### config.mk
export PLATFORM = sky130hd
export DESIGN_NAME = mcir_regs
export DESIGN_NICKNAME = d
export VERILOG_FILES = /design/src/mcir_pkg.sv /design/src/mcir_irq_if.sv /design/src/mcir_irq_out.sv /design/src/mcir_pulse_timer.sv /design/src/mcir_regs.sv
export SDC_FILE = /design/constraint.sdc
export NUM_CORES = 1
export LEC_CHECK = 0
export BUFFER_PORTS_ARGS = -buffer_cell sky130_fd_sc_hd__buf_2
export CAP_MARGIN = 0
export CORE_MARGIN = 5
export CORE_UTILIZATION = 52
export DETAILED_ROUTE_END_ITERATION = 12
export GPL_TIMING_DRIVEN = 0
export PLACE_DENSITY = 0.82
export SLEW_MARGIN = 20
export SYNTH_ARGS = -nofsm -noshare
export SYNTH_HDL_FRONTEND = slang
export SYNTH_SLANG_ARGS = --single-unit
export TNS_END_PERCENT = 5
### constraint.sdc
create_clock -name CLK_I -period 1.9 [get_ports CLK_I]
set_input_delay 0 -clock CLK_I [delete_from_list [all_inputs] [get_ports CLK_I]]
set_output_delay 0 -clock CLK_I [all_outputs]
set_load 0.005 [all_outputs]
### src/mcir_pkg.sv
// mcir_pkg: register map, field positions, reset values and timing counts
// of the monitor configuration and interrupt register bank.
// assumes a 40 MHz core clock; shared by every mcir module except the host model.
package mcir_pkg;

    // ==========================================================
    // types
    typedef logic [7:0] mcir_byte_type;

    // ==========================================================
    // register indices behind the address pointer
    localparam mcir_byte_type ADDR_CONFIG = 8'h00;
    localparam mcir_byte_type ADDR_STAT_VOLT = 8'h01;
    localparam mcir_byte_type ADDR_STAT_MISC = 8'h02;
    localparam mcir_byte_type ADDR_MASK_VOLT = 8'h03;
    localparam mcir_byte_type ADDR_MASK_MISC = 8'h04;
    localparam mcir_byte_type ADDR_FAN_DIV = 8'h05;
    localparam mcir_byte_type ADDR_OT_CFG = 8'h06;
    localparam mcir_byte_type ADDR_CONV_RATE = 8'h07;
    localparam mcir_byte_type ADDR_CHAN_DIS = 8'h08;

    // ==========================================================
    // power-on values
    localparam mcir_byte_type RST_PTR = 8'h00;
    localparam mcir_byte_type RST_CONFIG = 8'h08;
    localparam mcir_byte_type RST_STAT = 8'h00;
    localparam mcir_byte_type RST_MASK = 8'h00;
    localparam mcir_byte_type RST_FAN_DIV = 8'h14;
    localparam mcir_byte_type RST_OT_CFG = 8'h01;
    localparam mcir_byte_type RST_CONV_RATE = 8'h00;
    localparam mcir_byte_type RST_CHAN_DIS = 8'h00;

    // ==========================================================
    // configuration register fields
    localparam int CFG_START = 0;
    localparam int CFG_INT_EN = 1;
    localparam int CFG_INT_POL = 2;
    localparam int CFG_INT_HOLD = 3;
    localparam int CFG_RST_PULSE = 4;
    localparam int CFG_INTR_CLR = 5;
    localparam int CFG_GEN_OUT = 6;
    localparam int CFG_INIT = 7;

    // ==========================================================
    // status / mask fields and output select fields
    localparam int ST2_HOT = 0;
    localparam int ST2_BOARD_OT = 1;
    localparam int ST2_TACH0 = 2;
    localparam int ST2_TACH1 = 3;
    localparam int ST2_INTRUSION = 4;
    localparam int ST2_OT_SHUT = 5;
    localparam int ST2_USED = 6;
    localparam int ST1_CHAIN = 7;
    localparam int MASK2_HOT_MODE = 6;
    localparam int MASK2_OT_MODE = 7;
    localparam int FANDIV_RST_EN = 7;
    localparam int FANDIV_OT_EN = 6;

    // ==========================================================
    // timing
    localparam int CLK_HZ = 40_000_000;
    localparam int PULSE_TIME_MS = 10;
    localparam int PULSE_CYCLES = (PULSE_TIME_MS * CLK_HZ + 999) / 1000;

endpackage : mcir_pkg

### src/mcir_irq_if.sv
// mcir_irq_if: carries status, masks and pin style from the register
// bank to the interrupt output stage.
// assumes both ends run on the same clock.
interface mcir_irq_if;
    import mcir_pkg::*;

    mcir_byte_type stat_volt;
    mcir_byte_type stat_misc;
    mcir_byte_type mask_volt;
    mcir_byte_type mask_misc;
    logic int_en;
    logic int_pol;
    logic int_hold;

    modport regs (
        output stat_volt, stat_misc, mask_volt, mask_misc, int_en, int_pol, int_hold
    );
    modport outp (
        input stat_volt, stat_misc, mask_volt, mask_misc, int_en, int_pol, int_hold
    );
endinterface : mcir_irq_if

### src/mcir_irq_out.sv
// mcir_irq_out: forms the interrupt pin from status, masks and style bits.
// assumes the pin is resolved outside from value and output enable.
module mcir_irq_out
    import mcir_pkg::*;
(
    // clock and reset
    input wire logic clk_i,
    input wire logic rst_n_i,
    // register bank side
    mcir_irq_if.outp irq,
    // pin
    output logic int_o,
    output logic int_oe_o
);

    logic int_o_q;
    logic int_oe_q;
    logic pending;

    // any unmasked status bit pending
    assign pending = |(irq.stat_volt & ~irq.mask_volt)
                   | |(irq.stat_misc & ~irq.mask_misc);

    // ==========================================================
    // pin drive: level is the polarity, enable marks the active state
    always_ff @(posedge clk_i) begin
        if (!rst_n_i) begin
            int_o_q <= 1'b0;
            int_oe_q <= 1'b0;
        end else begin
            int_o_q <= irq.int_pol;
            int_oe_q <= irq.int_en && !irq.int_hold && pending;
        end
    end

    assign int_o = int_o_q;
    assign int_oe_o = int_oe_q;

endmodule : mcir_irq_out

### src/mcir_pulse_timer.sv
// mcir_pulse_timer: one-shot busy window of a fixed number of cycles.
// assumes start is a single-cycle request; abort ends the window at once.
module mcir_pulse_timer
    import mcir_pkg::*;
#(
    parameter int CYCLES = PULSE_CYCLES
) (
    // clock and reset
    input wire logic clk_i,
    input wire logic rst_n_i,
    // control
    input wire logic start_i,
    input wire logic abort_i,
    // status
    output logic busy_o
);

    localparam int CW = $clog2(CYCLES + 1);
    localparam logic [CW-1:0] LAST = CW'(CYCLES - 1);

    logic [CW-1:0] cnt_q;
    logic busy_q;

    // ==========================================================
    // window counter: busy for exactly CYCLES cycles
    always_ff @(posedge clk_i) begin
        if (!rst_n_i || abort_i) begin
            busy_q <= 1'b0;
            cnt_q <= '0;
        end else if (!busy_q) begin
            busy_q <= start_i;
            cnt_q <= '0;
        end else if (cnt_q == LAST) begin
            busy_q <= 1'b0;
        end else begin
            cnt_q <= cnt_q + CW'(1);
        end
    end

    assign busy_o = busy_q;

endmodule : mcir_pulse_timer

### src/mcir_regs.sv
// mcir_regs: configuration and interrupt register bank of a hardware
// monitor, reached through an address pointer from the serial bus front end.
// assumes the front end delivers one-cycle pointer write, data write and
// data read strobes, and that monitor events arrive synchronous to CLK_I.
//
// Summary of operation
// - configuration resets to 08h: output hold set, monitoring stopped
// - output select resets to 14h, overtemp config to 01h, rate and disable to 0
// - start bit one runs monitoring; zero means shutdown
// - clearing start leaves the interrupt pin as it is
// - interrupt enable bit zero keeps the pin from ever asserting
// - style bit: one active-high, released while inactive; zero active-low open drain
// - hold bit deasserts the pin, keeps status, halts monitoring
// - reset bit gives a 10 ms low pulse when enabled, then self-clears
// - intrusion clear bit pulls intrusion line low 10 ms, then self-clears
// - general output bit one drives its pin low, zero releases it
// - init bit restores power-on values and never reads back as one
// - voltage status bits 0 to 6 set on limit violation, read only
// - voltage status bit 7 sets on low chained interrupt input
// - misc status bit 0 flags hot limit, mode from mask bit 6
// - misc status bit 1 sets on board overtemp input
// - misc status bits 2 and 3 set on tach limit violation
// - misc status bit 4 sets while intrusion input is high and no intrusion clear pulse runs
// - misc status bit 5 flags overtemp-shutdown limit, mode from mask bit 7
// - mask bit one keeps the status bit off the pin
// - reading a status register returns it and clears it
// - hot mode zero repeats every conversion, one fires once per excursion
module mcir_regs
    import mcir_pkg::*;
#(
    parameter int PULSE_LEN = PULSE_CYCLES
) (
    // clock and reset
    input wire logic CLK_I,
    input wire logic RSTN_I,
    // register access from the serial front end
    input wire logic PTR_WR_I,
    input wire logic DATA_WR_I,
    input wire logic DATA_RD_I,
    input wire logic [7:0] WR_DATA_I,
    output logic [7:0] RD_DATA_O,
    output logic [7:0] PTR_O,
    // monitoring loop
    input wire logic CONV_DONE_I,
    input wire logic [6:0] VOLT_VIOL_I,
    input wire logic [1:0] TACH_VIOL_I,
    input wire logic HOT_OVER_I,
    input wire logic OT_OVER_I,
    output logic MONITOR_RUN_O,
    output logic [7:0] CONV_RATE_O,
    output logic [7:0] CHAN_DIS_O,
    output logic [7:0] FAN_DIV_O,
    output logic [7:0] OT_CFG_O,
    // external interrupt sources
    input wire logic CHAIN_INT_N_I,
    input wire logic BOARD_OVERTEMP_INPUT_N_I,
    input wire logic INTRUSION_INPUT_I,
    // pins
    output logic INTRUSION_INPUT_O,
    output logic INTRUSION_INPUT_OE_O,
    output logic INT_O,
    output logic INT_OE_O,
    output logic RST_OUT_O,
    output logic RST_OUT_OE_O,
    output logic GENERAL_OUTPUT_PIN_O,
    output logic GENERAL_OUTPUT_PIN_OE_O
);

    // ==========================================================
    // address decode helper
    function automatic logic hit(input mcir_byte_type ptr, input mcir_byte_type idx);
        hit = (ptr == idx);
    endfunction : hit

    // ==========================================================
    // declarations
    mcir_byte_type ptr_q;
    mcir_byte_type cfg_q;
    mcir_byte_type stat_q [2];
    mcir_byte_type stat_set [2];
    logic stat_rd [2];
    mcir_byte_type mask_volt_q;
    mcir_byte_type mask_misc_q;
    mcir_byte_type fan_div_q;
    mcir_byte_type ot_cfg_q;
    mcir_byte_type rate_q;
    mcir_byte_type chan_dis_q;
    mcir_byte_type rd_data_q;
    mcir_byte_type rd_mux;
    logic [1:0] armed_q;
    logic [1:0] temp_over;
    logic [1:0] temp_mode;
    logic [1:0] temp_evt;
    logic wr_cfg;
    logic init;
    logic mon_active;
    logic rst_busy;
    logic intr_busy;
    logic rst_pin_q;
    logic intr_pin_q;
    logic gen_pin_q;
    logic mon_run_q;

    mcir_irq_if irq ();

    // ==========================================================
    // strobes
    assign wr_cfg = DATA_WR_I && hit(ptr_q, ADDR_CONFIG);
    assign init = wr_cfg && WR_DATA_I[CFG_INIT];
    // measurement events count only while running and not held
    assign mon_active = cfg_q[CFG_START] && !cfg_q[CFG_INT_HOLD];
    assign stat_rd[0] = DATA_RD_I && hit(ptr_q, ADDR_STAT_VOLT);
    assign stat_rd[1] = DATA_RD_I && hit(ptr_q, ADDR_STAT_MISC);

    // ==========================================================
    // address pointer
    always_ff @(posedge CLK_I) begin
        if (!RSTN_I) begin
            ptr_q <= RST_PTR;
        end else if (PTR_WR_I) begin
            ptr_q <= WR_DATA_I;
        end
    end

    // ==========================================================
    // configuration: pulse bits read back from their timers
    always_ff @(posedge CLK_I) begin
        if (!RSTN_I || init) begin
            cfg_q <= RST_CONFIG;
        end else if (wr_cfg) begin
            cfg_q[CFG_START] <= WR_DATA_I[CFG_START];
            cfg_q[CFG_INT_EN] <= WR_DATA_I[CFG_INT_EN];
            cfg_q[CFG_INT_POL] <= WR_DATA_I[CFG_INT_POL];
            cfg_q[CFG_INT_HOLD] <= WR_DATA_I[CFG_INT_HOLD];
            cfg_q[CFG_GEN_OUT] <= WR_DATA_I[CFG_GEN_OUT];
        end
    end

    // ==========================================================
    // plain read/write registers
    always_ff @(posedge CLK_I) begin
        if (!RSTN_I || init) begin
            mask_volt_q <= RST_MASK;
            mask_misc_q <= RST_MASK;
            fan_div_q <= RST_FAN_DIV;
            ot_cfg_q <= RST_OT_CFG;
            rate_q <= RST_CONV_RATE;
            chan_dis_q <= RST_CHAN_DIS;
        end else if (DATA_WR_I) begin
            if (hit(ptr_q, ADDR_MASK_VOLT)) begin
                mask_volt_q <= WR_DATA_I;
            end else if (hit(ptr_q, ADDR_MASK_MISC)) begin
                mask_misc_q <= WR_DATA_I;
            end else if (hit(ptr_q, ADDR_FAN_DIV)) begin
                fan_div_q <= WR_DATA_I;
            end else if (hit(ptr_q, ADDR_OT_CFG)) begin
                ot_cfg_q <= WR_DATA_I;
            end else if (hit(ptr_q, ADDR_CONV_RATE)) begin
                rate_q <= WR_DATA_I;
            end else if (hit(ptr_q, ADDR_CHAN_DIS)) begin
                chan_dis_q <= WR_DATA_I;
            end
        end
    end

    // ==========================================================
    // temperature events: index 0 hot limit, index 1 overtemp shutdown
    assign temp_over = {OT_OVER_I, HOT_OVER_I};
    assign temp_mode = {mask_misc_q[MASK2_OT_MODE], mask_misc_q[MASK2_HOT_MODE]};

    generate
        for (genvar t = 0; t < 2; t++) begin : g_temp
            // default mode re-raises each conversion, one-time mode once
            assign temp_evt[t] = mon_active && CONV_DONE_I && temp_over[t]
                               && (!temp_mode[t] || armed_q[t]);

            // one-time arm: spent on an event, rearmed below hysteresis
            always_ff @(posedge CLK_I) begin
                if (!RSTN_I || init) begin
                    armed_q[t] <= 1'b1;
                end else if (!temp_over[t]) begin
                    armed_q[t] <= 1'b1;
                end else if (temp_evt[t]) begin
                    armed_q[t] <= 1'b0;
                end
            end
        end
    endgenerate

    // ==========================================================
    // status set terms
    always_comb begin
        stat_set[0] = '0;
        stat_set[1] = '0;
        stat_set[0][6:0] = VOLT_VIOL_I & {7{mon_active}};
        stat_set[0][ST1_CHAIN] = !CHAIN_INT_N_I;
        stat_set[1][ST2_HOT] = temp_evt[0];
        stat_set[1][ST2_BOARD_OT] = !BOARD_OVERTEMP_INPUT_N_I;
        stat_set[1][ST2_TACH0] = TACH_VIOL_I[0] && mon_active;
        stat_set[1][ST2_TACH1] = TACH_VIOL_I[1] && mon_active;
        stat_set[1][ST2_INTRUSION] = INTRUSION_INPUT_I && !intr_busy;
        stat_set[1][ST2_OT_SHUT] = temp_evt[1];
    end

    // ==========================================================
    // sticky status, cleared by a read; a new event wins over the clear
    generate
        for (genvar s = 0; s < 2; s++) begin : g_stat
            always_ff @(posedge CLK_I) begin
                if (!RSTN_I || init) begin
                    stat_q[s] <= RST_STAT;
                end else if (stat_rd[s]) begin
                    stat_q[s] <= stat_set[s];
                end else begin
                    stat_q[s] <= stat_q[s] | stat_set[s];
                end
            end
        end
    endgenerate

    // ==========================================================
    // read data: unmapped indices read zero
    always_comb begin
        if (hit(ptr_q, ADDR_CONFIG)) begin
            rd_mux = cfg_q;
            rd_mux[CFG_RST_PULSE] = rst_busy;
            rd_mux[CFG_INTR_CLR] = intr_busy;
            rd_mux[CFG_INIT] = 1'b0;
        end else if (hit(ptr_q, ADDR_STAT_VOLT)) begin
            rd_mux = stat_q[0];
        end else if (hit(ptr_q, ADDR_STAT_MISC)) begin
            rd_mux = stat_q[1];
            rd_mux[7:ST2_USED] = '0;
        end else if (hit(ptr_q, ADDR_MASK_VOLT)) begin
            rd_mux = mask_volt_q;
        end else if (hit(ptr_q, ADDR_MASK_MISC)) begin
            rd_mux = mask_misc_q;
        end else if (hit(ptr_q, ADDR_FAN_DIV)) begin
            rd_mux = fan_div_q;
        end else if (hit(ptr_q, ADDR_OT_CFG)) begin
            rd_mux = ot_cfg_q;
        end else if (hit(ptr_q, ADDR_CONV_RATE)) begin
            rd_mux = rate_q;
        end else if (hit(ptr_q, ADDR_CHAN_DIS)) begin
            rd_mux = chan_dis_q;
        end else begin
            rd_mux = '0;
        end
    end

    // read data register, loaded on each read strobe
    always_ff @(posedge CLK_I) begin
        if (!RSTN_I) begin
            rd_data_q <= '0;
        end else if (DATA_RD_I) begin
            rd_data_q <= rd_mux;
        end
    end

    // ==========================================================
    // self-clearing pulse timers
    mcir_pulse_timer #(
        .CYCLES(PULSE_LEN)
    ) u_rst_timer (
        .clk_i(CLK_I),
        .rst_n_i(RSTN_I),
        .start_i(wr_cfg && WR_DATA_I[CFG_RST_PULSE] && !init),
        .abort_i(init),
        .busy_o(rst_busy)
    );

    mcir_pulse_timer #(
        .CYCLES(PULSE_LEN)
    ) u_intr_timer (
        .clk_i(CLK_I),
        .rst_n_i(RSTN_I),
        .start_i(wr_cfg && WR_DATA_I[CFG_INTR_CLR] && !init),
        .abort_i(init),
        .busy_o(intr_busy)
    );

    // ==========================================================
    // pin drivers, all open drain pulling low, and the monitor run flag
    always_ff @(posedge CLK_I) begin
        if (!RSTN_I) begin
            rst_pin_q <= 1'b0;
            intr_pin_q <= 1'b0;
            gen_pin_q <= 1'b0;
            mon_run_q <= 1'b0;
        end else begin
            rst_pin_q <= rst_busy && fan_div_q[FANDIV_RST_EN]
                       && !fan_div_q[FANDIV_OT_EN];
            intr_pin_q <= intr_busy;
            gen_pin_q <= cfg_q[CFG_GEN_OUT];
            mon_run_q <= mon_active;
        end
    end

    // ==========================================================
    // interrupt output stage
    assign irq.stat_volt = stat_q[0];
    assign irq.stat_misc = {2'b00, stat_q[1][ST2_USED-1:0]};
    assign irq.mask_volt = mask_volt_q;
    assign irq.mask_misc = mask_misc_q;
    assign irq.int_en = cfg_q[CFG_INT_EN];
    assign irq.int_pol = cfg_q[CFG_INT_POL];
    assign irq.int_hold = cfg_q[CFG_INT_HOLD];

    mcir_irq_out u_irq_out (
        .clk_i(CLK_I),
        .rst_n_i(RSTN_I),
        .irq(irq.outp),
        .int_o(INT_O),
        .int_oe_o(INT_OE_O)
    );

    // ==========================================================
    // output assignments
    assign RD_DATA_O = rd_data_q;
    assign PTR_O = ptr_q;
    assign MONITOR_RUN_O = mon_run_q;
    assign CONV_RATE_O = rate_q;
    assign CHAN_DIS_O = chan_dis_q;
    assign FAN_DIV_O = fan_div_q;
    assign OT_CFG_O = ot_cfg_q;
    assign RST_OUT_O = 1'b0; // pin only ever pulled low
    assign RST_OUT_OE_O = rst_pin_q;
    assign INTRUSION_INPUT_O = 1'b0;
    assign INTRUSION_INPUT_OE_O = intr_pin_q;
    assign GENERAL_OUTPUT_PIN_O = 1'b0;
    assign GENERAL_OUTPUT_PIN_OE_O = gen_pin_q;

endmodule : mcir_regs

## Word-level counts from Yosys, hierarchy flattened

Memory sizes are Yosys's and may differ from the RTL's.
Cells that the tools add are included.

| word-level totals | value |
|---|---|
| output and inout port bits | 57 |
| logic and storage cells | 132 |
| bits in registers | 117 |
| memory bits (writable) | 16 |
| memories | 1 |
| input bits | 28 |

| operators by class | value |
|---|---|
| $add $sub $neg | 2 |
| bitwise logic cells | 21 |
| equal/unequal tests | 10 |
| multiplexer cells | 31 |
| reduce and logical (&&, ||, !) cells | 46 |

Memory list:

| name | words | width | rd ports | clocked after memory_dff | write ports | line | text |
|---|---|---|---|---|---|---|---|
| stat_q | 2 | 8 | 2 | 0 | 2 | mcir_regs.sv:79 | `mcir_byte_type stat_q [2];` |

Operators with widths:

| cell | count |
|---|---|
| 8-bit two-way mux | 13 |
| 19-bit by 1-bit adder with 19-bit output (second input constant) | 2 |
| 19-bit equality test (second input constant) | 2 |
| 8-bit by 3-bit equality test with 1-bit output (second input constant) | 4 |
| 1-bit logical AND | 21 |
| 1-bit two-way mux | 18 |
| 8-bit by 2-bit equality test with 1-bit output (second input constant) | 2 |
| 8-bit NOT | 2 |
| 8-bit OR reduction | 2 |
| 1-bit logical NOT | 9 |
| 1-bit NOT | 9 |
| 6-bit by 8-bit bitwise AND with 8-bit output | 1 |
| 8-bit bitwise AND | 1 |
| 8-bit by 1-bit equality test with 1-bit output (second input constant) | 1 |
| 8-bit by 4-bit equality test with 1-bit output (second input constant) | 1 |
| 8-bit logical NOT | 1 |
| 8-bit by 6-bit bitwise OR with 8-bit output | 1 |
| 8-bit bitwise OR | 1 |
| 2-bit OR reduction | 4 |
| 7-bit bitwise AND | 1 |
| 7-bit AND reduction | 1 |
| 6-bit AND reduction | 1 |
| 1-bit bitwise OR | 5 |
| 5-bit AND reduction | 1 |
| other kinds (4) | 6 |

## Depth between registers and ports, before layout

Gate-level depths: netlist of run 1.

| depth | value |
|---|---|
| depth after elaboration | 10 |
| mapped depth | 9 |
| gate-level depth less buffers | 6 |

## Modules after synthesis

Synthesis of run 1 repeated with hierarchy kept, for this count alone.

| unflattened totals | value |
|---|---|
| cell total of the unflattened synthesis | 720 |
| area total of the unflattened synthesis | 6,432.4 um^2 |

Modules (own cells, without submodules):

| module | cells an instance | area an instance (um^2) | instances |
|---|---|---|---|
| mcir_regs | 471 | 4,302.9 | 1 |
| mcir_pulse_timer | 110 | 972.2 | 2 |
| mcir_irq_out | 29 | 185.2 | 1 |

## Worst setup path after synthesis of run 1

Ideal clock, no wire load.

| path | value |
|---|---|
| path kind | register to register |
| start | reg ptr_q[4] (netlist: PTR_O[4]) |
| end | mem stat_q[0][0] in the netlist's numbering (data pin) |
| stages on the path, launching flop included | 7 |
| library setup time | 257 ps |
| clock period less this slack | 1,909 ps |
| path slack | -9 ps |
| data arrival time | 1,652 ps |
| cell sequence | dfxtp_1 -> or4_1 -> buf_2 -> nor4_4 -> nand3_2 -> a22oi_1 -> nor2_1 |

RTL lines:

| item | line | text |
|---|---|---|
| start, declared | mcir_regs.sv:77 | `mcir_byte_type ptr_q;` |
| start signal, assigned | mcir_regs.sv:119 | `ptr_q <= RST_PTR;` |
| start signal, assigned | mcir_regs.sv:121 | `ptr_q <= WR_DATA_I;` |
| end, declared | mcir_regs.sv:79 |  |

==> results of run 1 <==
[routing by layer]
layer | share of wire (%) | vias to the layer above
met5 | 0 | -
met4 | 3.6 | 0
met3 | 8.1 | 58
met2 | 47 | 266
met1 | 42 | 2770
li1 | - | 2772
[cell type report]
class                           count  area, µm²  area share, %
Clock buffer                       21        472           5.92
Buffer                             48        337           4.23
Multi-Input combinational cell    529       3430           43.0
Clock inverter                     11        100           1.26
Tap cell                          143        179           2.25
Timing Repair Buffer               99        611           7.67
Sequential cell                   131       2780           34.8
Inverter                           17       65.1          0.817
[path summary, 6_finish.rpt]
check	startpoint	to	slack, ns	cells after the start
min	INTRUSION_INPUT_I	stat_q[1][4]$_SDFFCE_PN0P_	0.007	4
max reg2reg	PTR_O[5]$_SDFFE_PN0P_	stat_q[0][4]$_DFFE_PP_	-0.12	5
max	PTR_O[5]$_SDFFE_PN0P_	stat_q[0][4]$_DFFE_PP_	-0.12	5
min reg2reg	cfg_q[6]$_SDFFE_PP0N_	cfg_q[6]$_SDFFE_PP0N_	0.47	2
[worst max-delay path, delay by kind of cell (launching register included)]
family / cells / cell delay (ns)
AO/OA/AOI/OAI: 1 / 0.23
AND/OR/NAND/NOR: 4 / 1.19
flip-flops: 1 / 0.36
[metrics by stage]
step	std cells	power, mW	hold slack (ns)
2_1_floorplan	726	3.33	0.0718
3_3_place_gp	941	3.54	0.196
3_5_place_dp	941	3.54	0.198
4_1_cts	999	6.77	0.00222
5_1_grt	999	7.02	0.0843
6_report	999	6.80	0.00726
[sequential cells by signal (all words and copies together), names as in the netlist]
register and count:
MONITOR_RUN_O 1, OT_CFG_O 8, RST_OUT_OE_O 1, RD_DATA_O 8, u_rst_timer.cnt_q 19, u_rst_timer.busy_o 1, irq.mask_volt 8, CONV_RATE_O 8
CHAN_DIS_O 8, stat_q 14, GENERAL_OUTPUT_PIN_OE_O 1, FAN_DIV_O 8, u_irq_out.int_o 1, u_intr_timer.cnt_q 19, armed_q 2, PTR_O 8
cfg_q 5, u_irq_out.int_oe_o 1, irq.mask_misc 8, INTRUSION_INPUT_OE_O 1, u_intr_timer.busy_o 1
[report_power, final]
| part | switching [mW] | total (mW) | internal (mW) |
|---|---|---|---|
| logic | 0.434 | 0.726 | 0.291 |
| registers | 0.0606 | 2.92 | 2.86 |
| clock network | 1.24 | 3.15 | 1.91 |
| total | 1.74 | 6.80 | 5.06 |
[kinds of logic after synthesis]
group / Yosys count
simple gates: 314
flops: 131
compound gates: 111
buf+inv: 66
mux: 56
xor+xnor: 29
fa+ha+maj: 2
other cells: 2
[placed cells by master, fill, tap and decap left out, types with 5 or more instances in the layout]
| cell type | count |
|---|---|
| a21oi_2 | 5 |
| a21oi_1 | 33 |
| edfxtp_1 | 14 |
| buf_4 | 17 |
| o22ai_1 | 7 |
| clkbuf_16 | 18 |
| xor2_1 | 21 |
| inv_1 | 15 |
| nand3_1 | 30 |
| nand2_1 | 71 |
| a31oi_1 | 15 |
| conb_1 | 17 |
| nand3_4 | 5 |
| a22oi_2 | 8 |
| o31ai_1 | 6 |
| nor2b_1 | 8 |
| nor2_1 | 107 |
| buf_2 | 81 |
| and3_1 | 14 |
| clkbuf_1 | 15 |
| dlygate4sd3_1 | 19 |
| buf_6 | 9 |
| nand4_1 | 16 |
| mux2i_1 | 53 |
| o21ai_0 | 7 |
| xnor2_1 | 8 |
| and4_1 | 6 |
| dfxtp_1 | 111 |
| nor3_1 | 7 |
| and2_1 | 10 |
[repair_timing]
action,4_1_cts,5_1_grt
gates resized for setup,50,50
hold buffers,19,0
setup buffers,7,1
setup endpoints to repair,114,105
hold endpoints to repair,27,0
gates cloned,0,0
pin swaps,16,7
==> flow_metrics.tcl, run 1 <==
set metrics [dict create \
    tritoncts "done" \
    yosys-top-cells-count "dfxtp_1 (117), nor2_1 (112), nand2_1 (73)" \
    synthMuxAreaShare_pct 9.10 \
    root_buffer "clkbuf_16" \
    cts_made_buffers 17 \
    fin_util_pct 68.9 \
    area_growth_syn_to_layout_pct 28.4 \
    synth_area_leaders "dfxtp_1 (38%), mux2i_1 (8.6%), edfxtp_1 (6.8%), nor2_1 (6.8%), nand2_1 (4.4%)" \
    htree_levels 4 \
    gp_congestion 1.03 \
    critical_path_required_ns 2.07 \
    n_antenna_cell 0 \
    max_freq_mhz 495 \
    synth_most_common_cell "dfxtp_1" \
    rsz0062_at_grt "yes" \
    slowest_stage "or4_4" \
    clock_skew_ns 0.00841 \
    status "complete, but fails checks" \
    synth_top_area_share_pct 37.8 \
    rows 39 \
    p_leak_nw 3.42 \
    criticalPathCategory "reg2reg" \
    synth_edf_count 14 \
    postSynthAreaPerCell_um2 8.72 \
    numPortBuffers 72 \
    busiest_layer "met2" \
    grt_start_max_net_pins 17 \
    powerDensity_mw_per_mm2 853 \
    path_max_fanout 8 \
    ant_nets 0 \
    synth.cell_area_mm2 0.00620 \
    vias 5866 \
    ys_types 60 \
    grtUsageTotal_pct 26.3 \
    pre_cts_slack_ns -0.427 \
    synthAdderAreaFrac_pct 0.403 \
    tns_ns -1.68 \
    grt_overflow 0 \
    dp_hpwl_um 13000 \
    hold_violations 0 \
    maxSlewHeadroom_pct 47.0 \
    nFillCells 907 \
    path_cells "or4_4 -> nor4_4 -> nand3_4 -> a22oi_2 -> nor2_2" \
    coreArea_mm2 0.0116 \
    synth_largest_area_cell "dfxtp_1" \
    layout_setup_ws_ns -0.122 \
    finalCritPeriodShare_pct 106 \
    violations "setup timing" \
    async_reset_ff_share_pct 0 \
    synth_top_family_by_area "simple AND/OR/NAND/NOR gates" \
    ys_warn_count 0 \
    slew_viol_final 0 \
    initial_utilization_pct 53.6 \
    place_area_mm2 0.00680 \
    worst_pin_slew_ns 0.795 \
    first_pass_iters 5 \
    max_cap_viol_count 0 \
    ys_seq_area_share_pct 44.5 \
    cp.arrival_ns 2.19 \
    drc 0 \
    fin_area_mm2 0.00797 \
    path_clk_slew_ns 0.06 \
    synth_ff_type "dfxtp_1" \
    gr-usage-met1_pct 33.7 \
    grt_pass1_wl_um 29400 \
    cts_max_path_buffers 2 \
    critPathCaptureType "register" \
    min_path_type "in2reg" \
    syn_inst 711 \
    vias_per_cell 5.87 \
    die_h_um 119 \
    die-area_mm2 0.0142 \
    use_met3_pct 8.44 \
    drt_iter0_drc 577 \
    clkLatencyLatePin_ns 0.42 \
    grt_util_met2_pct 40.5 \
    ys_ff_latch 131 \
    grt_pass1_vias 5542 \
    slowest_delay_ns 0.58 \
    min_period_ns 2.02 \
    io_pins 85 \
    antenna_found_initial 0 \
    cp-start-kind "register" \
    synth-simple-area-share_pct 25.2 \
    ir_drop_v 0.000651 \
    routed_wirelength_um 18800 \
    nNetsFinal 873 \
    drive_above_1_share_pct 23.9 \
    die_w_um 119 \
    numClockSinks 131 \
    synthXorXnorAreaFrac_pct 4.09 \
    routedWlPerCell_um 18.8 \
    synth_compound_area_share_pct 11.8 \
    setup_viol 32 \
]
(Power assumes the default switching activity.)
==> run 2, diff against run 1 <==
--- a/config.mk
+++ b/config.mk
@@ -12,6 +12,7 @@
 export DETAILED_ROUTE_END_ITERATION = 12
 export GPL_TIMING_DRIVEN = 0
 export PLACE_DENSITY = 0.82
+export SKIP_CTS_REPAIR_TIMING = 1
 export SLEW_MARGIN = 20
 export SYNTH_ARGS = -nofsm -noshare
 export SYNTH_HDL_FRONTEND = slang
==> run 2 against run 1 <==
The flow still finishes with violations (setup timing). First-iteration DRC count up 10%. Utilization down 0.98 points. Die area unchanged. Critical endpoint is now stat_q[0][0]$_DFFE_PP_.
==> flow_metrics.tcl, run 2 (synthesis results as in run 1) <==
set metrics [dict create \
    numClockSinks 131 \
    hold_violations 0 \
    nNetsFinal 874 \
    clkLatencyLatePin_ns 0.42 \
    antenna_found_initial 0 \
    whs_ns 0.0379 \
    min_path_type "in2reg" \
    gp_congestion 1.03 \
    fin_util_pct 67.9 \
    drt_iter0_drc 636 \
    crit_start "PTR_O[4]$_SDFFE_PN0P_" \
    status "complete, but fails checks" \
    routedWlPerCell_um 18.6 \
    die_w_um 119 \
    finalCritPeriodShare_pct 113 \
    grt_start_max_net_pins 17 \
    htree_levels 4 \
    tritoncts "done" \
    ir_drop_v 0.000640 \
    layout_commonest_cell "dfxtp_1" \
    rsz0062_at_grt "yes" \
    fin_area_mm2 0.00785 \
    max_freq_mhz 464 \
    cp-start-kind "register" \
    grt_overflow 0 \
    critPathCaptureType "register" \
    slowest_delay_ns 0.53 \
    root_buffer "clkbuf_16" \
    drive_above_1_share_pct 22.2 \
    grt_pass1_wl_um 28400 \
    layout_setup_ws_ns -0.255 \
    min_from "DATA_WR_I" \
    grtUsageTotal_pct 25.5 \
    critical_path_required_ns 2.07 \
    worst_pin_slew_ns 0.647 \
    maxSlewHeadroom_pct 56.8 \
    setup_viol 77 \
    first_pass_iters 5 \
    criticalPathCategory "reg2reg" \
    cts_made_buffers 17 \
    die-area_mm2 0.0142 \
    p_leak_nw 3.38 \
    numPortBuffers 72 \
    vias_per_cell 5.78 \
    powerDensity_mw_per_mm2 864 \
    grt_pass1_vias 5309 \
    path_clk_slew_ns 0.06 \
    clock_skew_ns 0.00706 \
    worstReg2RegStart "PTR_O[4]$_SDFFE_PN0P_" \
    reg_top3 "u_intr_timer.cnt_q: 19 flops, u_rst_timer.cnt_q: 19 flops, stat_q: 14 flops" \
    vias 5784 \
    io_pins 85 \
    path_max_fanout 8 \
    slowest_stage "or4_4" \
    n_antenna_cell 0 \
    cp.arrival_ns 2.33 \
    path_cells "or4_4 -> buf_6 -> nor4_4 -> nand3_4 -> a22oi_2 -> nor2_1" \
    dp_hpwl_um 13000 \
    max_cap_viol_count 0 \
    place_area_mm2 0.00680 \
    layout_common_cells "dfxtp_1 (114), nor2_1 (110), buf_2 (85)" \
    coreArea_mm2 0.0116 \
    area_growth_syn_to_layout_pct 26.6 \
    cts_max_path_buffers 2 \
    rows 39 \
    drc 0 \
    initial_utilization_pct 53.6 \
    routed_wirelength_um 18600 \
    min_period_ns 2.16 \
    slew_viol_final 0 \
    tns_ns -9.24 \
    die_h_um 119 \
    violations "setup timing" \
    ant_nets 0 \
]
run 2: stage by stage:
step | setup slack (ns) | std cells | total power [mW]
after CTS | -0.439 | 973 | 6.66
final | -0.255 | 1000 | 6.78
after global placement | -0.411 | 941 | 3.54
after global routing | -0.338 | 1000 | 7.00
after floorplan | -0.00860 | 726 | 3.33
after detailed placement | -0.427 | 941 | 3.54
run 2: report_power, final:
group	leakage, nW	switching, mW	internal (mW)
clock network	0.275	1.24	1.91
registers	1.09	0.0601	2.86
logic	2.02	0.427	0.285
total	3.38	1.73	5.06
run 2: layer usage:
layer | part of all wire (%) | up-vias | routed length, µm | GRT usage, %
met2 | 47 | 254 | 8760 | 39.7
met5 | 0 | - | 0 | 0
met1 | 41 | 2722 | 7680 | 33.7
met3 | 8.6 | 45 | 1590 | 7.11
met4 | 2.9 | 0 | 539 | 9.99
li1 | - | 2763 | - | -
run 2: path summary, 6_finish.rpt:
kind | depth (start not counted) | slack, ns | to
min reg2reg | 2 | 0.46 | armed_q[0]$_SDFFE_PP1P_
max reg2reg | 6 | -0.26 | stat_q[0][0]$_DFFE_PP_
max | 6 | -0.26 | stat_q[0][0]$_DFFE_PP_
min | 4 | 0.04 | FAN_DIV_O[2]$_SDFFE_PP1P_
run 2: layout make-up:
type / count / area, µm²
buffer: 48 / 290
clock buffer: 21 / 472
clock inverter: 11 / 100
fill: 935 / 3710
inverter: 17 / 67.6
multi-input combinational: 529 / 3350
sequential: 131 / 2770
tap: 143 / 179
timing repair buffer: 100 / 628
run 2: worst max-delay path, delay by kind of cell, from the launching register on:
kind | cells | cell delay [ns]
AOI/OAI and AO/OA | 1 | 0.25
buffers and inverters | 1 | 0.15
DFF | 1 | 0.35
and+or+nand+nor | 4 | 1.17
==> run 3, diff against run 2 <==
--- a/config.mk
+++ b/config.mk
@@ -12,6 +12,7 @@
 export DETAILED_ROUTE_END_ITERATION = 12
 export GPL_TIMING_DRIVEN = 0
 export PLACE_DENSITY = 0.82
+export SETUP_SLACK_MARGIN = 0.5
 export SKIP_CTS_REPAIR_TIMING = 1
 export SLEW_MARGIN = 20
 export SYNTH_ARGS = -nofsm -noshare
==> run 3 against run 2 <==
Highest routed layer unchanged. Final area grew 3.7%. Critical path type unchanged. Critical path depth is the same. Power grew 5.6%. Hold slack lost 0.018 ns. Routed wire length grew 3.2%. Fmax shrank 1.0%. The run still ends with setup timing left. Setup slack lost 0.022 ns. Combinational power grew 4.6%. Flip-flop and latch count is the same. Die area is the same. Register-to-register slack lost 0.02 ns. Non-clock buffer count grew 5.
==> flow_metrics.tcl, run 3 (synthesis results as in run 1) <==
set metrics [dict create \
    status "complete, but fails checks" \
    violations "setup timing" \
    layout_setup_ws_ns -0.277 \
    ir_drop_v 0.000460 \
    whs_ns 0.0203 \
    reg_top3 "u_intr_timer.cnt_q: 19 flops, u_rst_timer.cnt_q: 19 flops, stat_q: 14 flops" \
    critical_path_required_ns 2.09 \
    grt_overflow 0 \
    io_pins 85 \
    p_leak_nw 3.48 \
    vias_per_cell 5.98 \
    rsz0062_at_grt "yes" \
    worstReg2RegStart "PTR_O[4]$_SDFFE_PN0P_" \
    finalCritPeriodShare_pct 115 \
    antenna_found_initial 0 \
    slew_viol_final 0 \
    drive_above_1_share_pct 25.1 \
    die-area_mm2 0.0142 \
    post_layout_nonfiller_instances 1005 \
    hold_violations 0 \
    grt_pass1_wl_um 28200 \
    maxSlewHeadroom_pct 46.8 \
    grtUsageTotal_pct 25.2 \
    min_period_ns 2.18 \
    finalPower_mw 7.16 \
    first_pass_iters 5 \
    ant_nets 0 \
    nNetsFinal 879 \
    cts_max_path_buffers 2 \
    multi_input_area_mm2 0.00345 \
    vias 6006 \
    drc 0 \
    die_h_um 119 \
    cts_made_buffers 17 \
    dp_hpwl_um 12600 \
    rows 39 \
    max_freq_mhz 459 \
    coreArea_mm2 0.0116 \
    clock_skew_ns 0.0103 \
    place_inst 941 \
    critPathCaptureType "register" \
    path_cells "or4_4 -> buf_6 -> nor4_4 -> nand3_4 -> a22oi_2 -> nor2_1" \
    fin_util_pct 70.4 \
    min_from "RSTN_I" \
    nFillCells 892 \
    max_cap_viol_count 0 \
    area_growth_syn_to_layout_pct 31.3 \
    numClockSinks 131 \
    layout_common_cells "dfxtp_1 (108), nor2_1 (108), buf_2 (83)" \
    die_w_um 119 \
    clkLatencyLatePin_ns 0.43 \
    root_buffer "clkbuf_16" \
    initial_utilization_pct 53.6 \
    tritoncts "done" \
    powerDensity_mw_per_mm2 879 \
    path_clk_slew_ns 0.06 \
    drt_iter0_drc 704 \
    slowest_delay_ns 0.54 \
    slowest_stage "or4_4" \
    numPortBuffers 72 \
    crit_start "PTR_O[4]$_SDFFE_PN0P_" \
    grt_pass1_vias 5304 \
    setup_viol 30 \
    routed_wirelength_um 19200 \
    htree_levels 4 \
    worst_pin_slew_ns 0.797 \
    n_antenna_cell 0 \
    min_path_type "in2reg" \
    gp_congestion 0.989 \
    grt_start_max_net_pins 17 \
    cp-start-kind "register" \
    cp.arrival_ns 2.36 \
    criticalPathCategory "reg2reg" \
    routedWlPerCell_um 19.1 \
    tns_ns -3.31 \
    path_max_fanout 8 \
    regArea_mm2 0.00278 \
]
==> run 3: changes by cell type in the layout (fill, tap and decap cells not counted), moves of 4 or more <==
cell | before | now
buf_6 | 4 | 10
dfxtp_1 | 114 | 108
dfxtp_2 | 2 | 8
a21oi_1 | 34 | 30
a21oi_2 | 4 | 8
==> run 3: worst paths after layout <==
check             slack [ns]  cells after the start                         to
setup / recovery       -0.28                      6     stat_q[0][0]$_DFFE_PP_
hold / removal          0.02                      4  FAN_DIV_O[2]$_SDFFE_PP1P_
setup reg to reg       -0.28                      6     stat_q[0][0]$_DFFE_PP_
hold reg to reg         0.46                      2    armed_q[0]$_SDFFE_PP1P_
==> run 3: metrics by stage <==
| stage | worst slack [ns] | area, µm² |
|---|---|---|
| global placement | -0.376 | 6810 |
| detailed placement | -0.417 | 6810 |
| finish | -0.277 | 8150 |
| floorplan | -0.00235 | 6270 |
| CTS | -0.428 | 7450 |
| global route | -0.346 | 8150 |
==> run 3: final cells by class <==
cell class | count | share of cell area, %
multi-input combinational | 529 | 42.4
clock inverter | 9 | 1.40
timing repair buffer | 104 | 8.06
sequential | 131 | 34.1
inverter | 17 | 0.829
clock buffer | 23 | 6.53
buffer | 49 | 4.49
tap | 143 | 2.20
==> run 3: worst max-delay path, delay by kind of cell, from the launching register on <==
family / cells / cell delay (ns)
buf+inv: 1 / 0.16
flops: 1 / 0.34
compound gates: 1 / 0.25
simple gates: 4 / 1.18
==> run 3: per-layer routing <==
layer  track usage (%)  vias to the layer above  part of all wire [%]
met4              15.9                        0                   4.8
met1              31.6                     2788                    39
met5                 0                        -                     0
li1                  -                     2773                     -
met3              7.20                       80                   9.2
met2              38.0                      365                    47
==> run 3: power by group <==
part / leakage, nW / switching, mW / internal (mW)
combinational: 2.08 / 0.443 / 0.303
clock: 0.307 / 1.25 / 2.24
sequential: 1.09 / 0.0618 / 2.86
total: 3.48 / 1.76 / 5.40
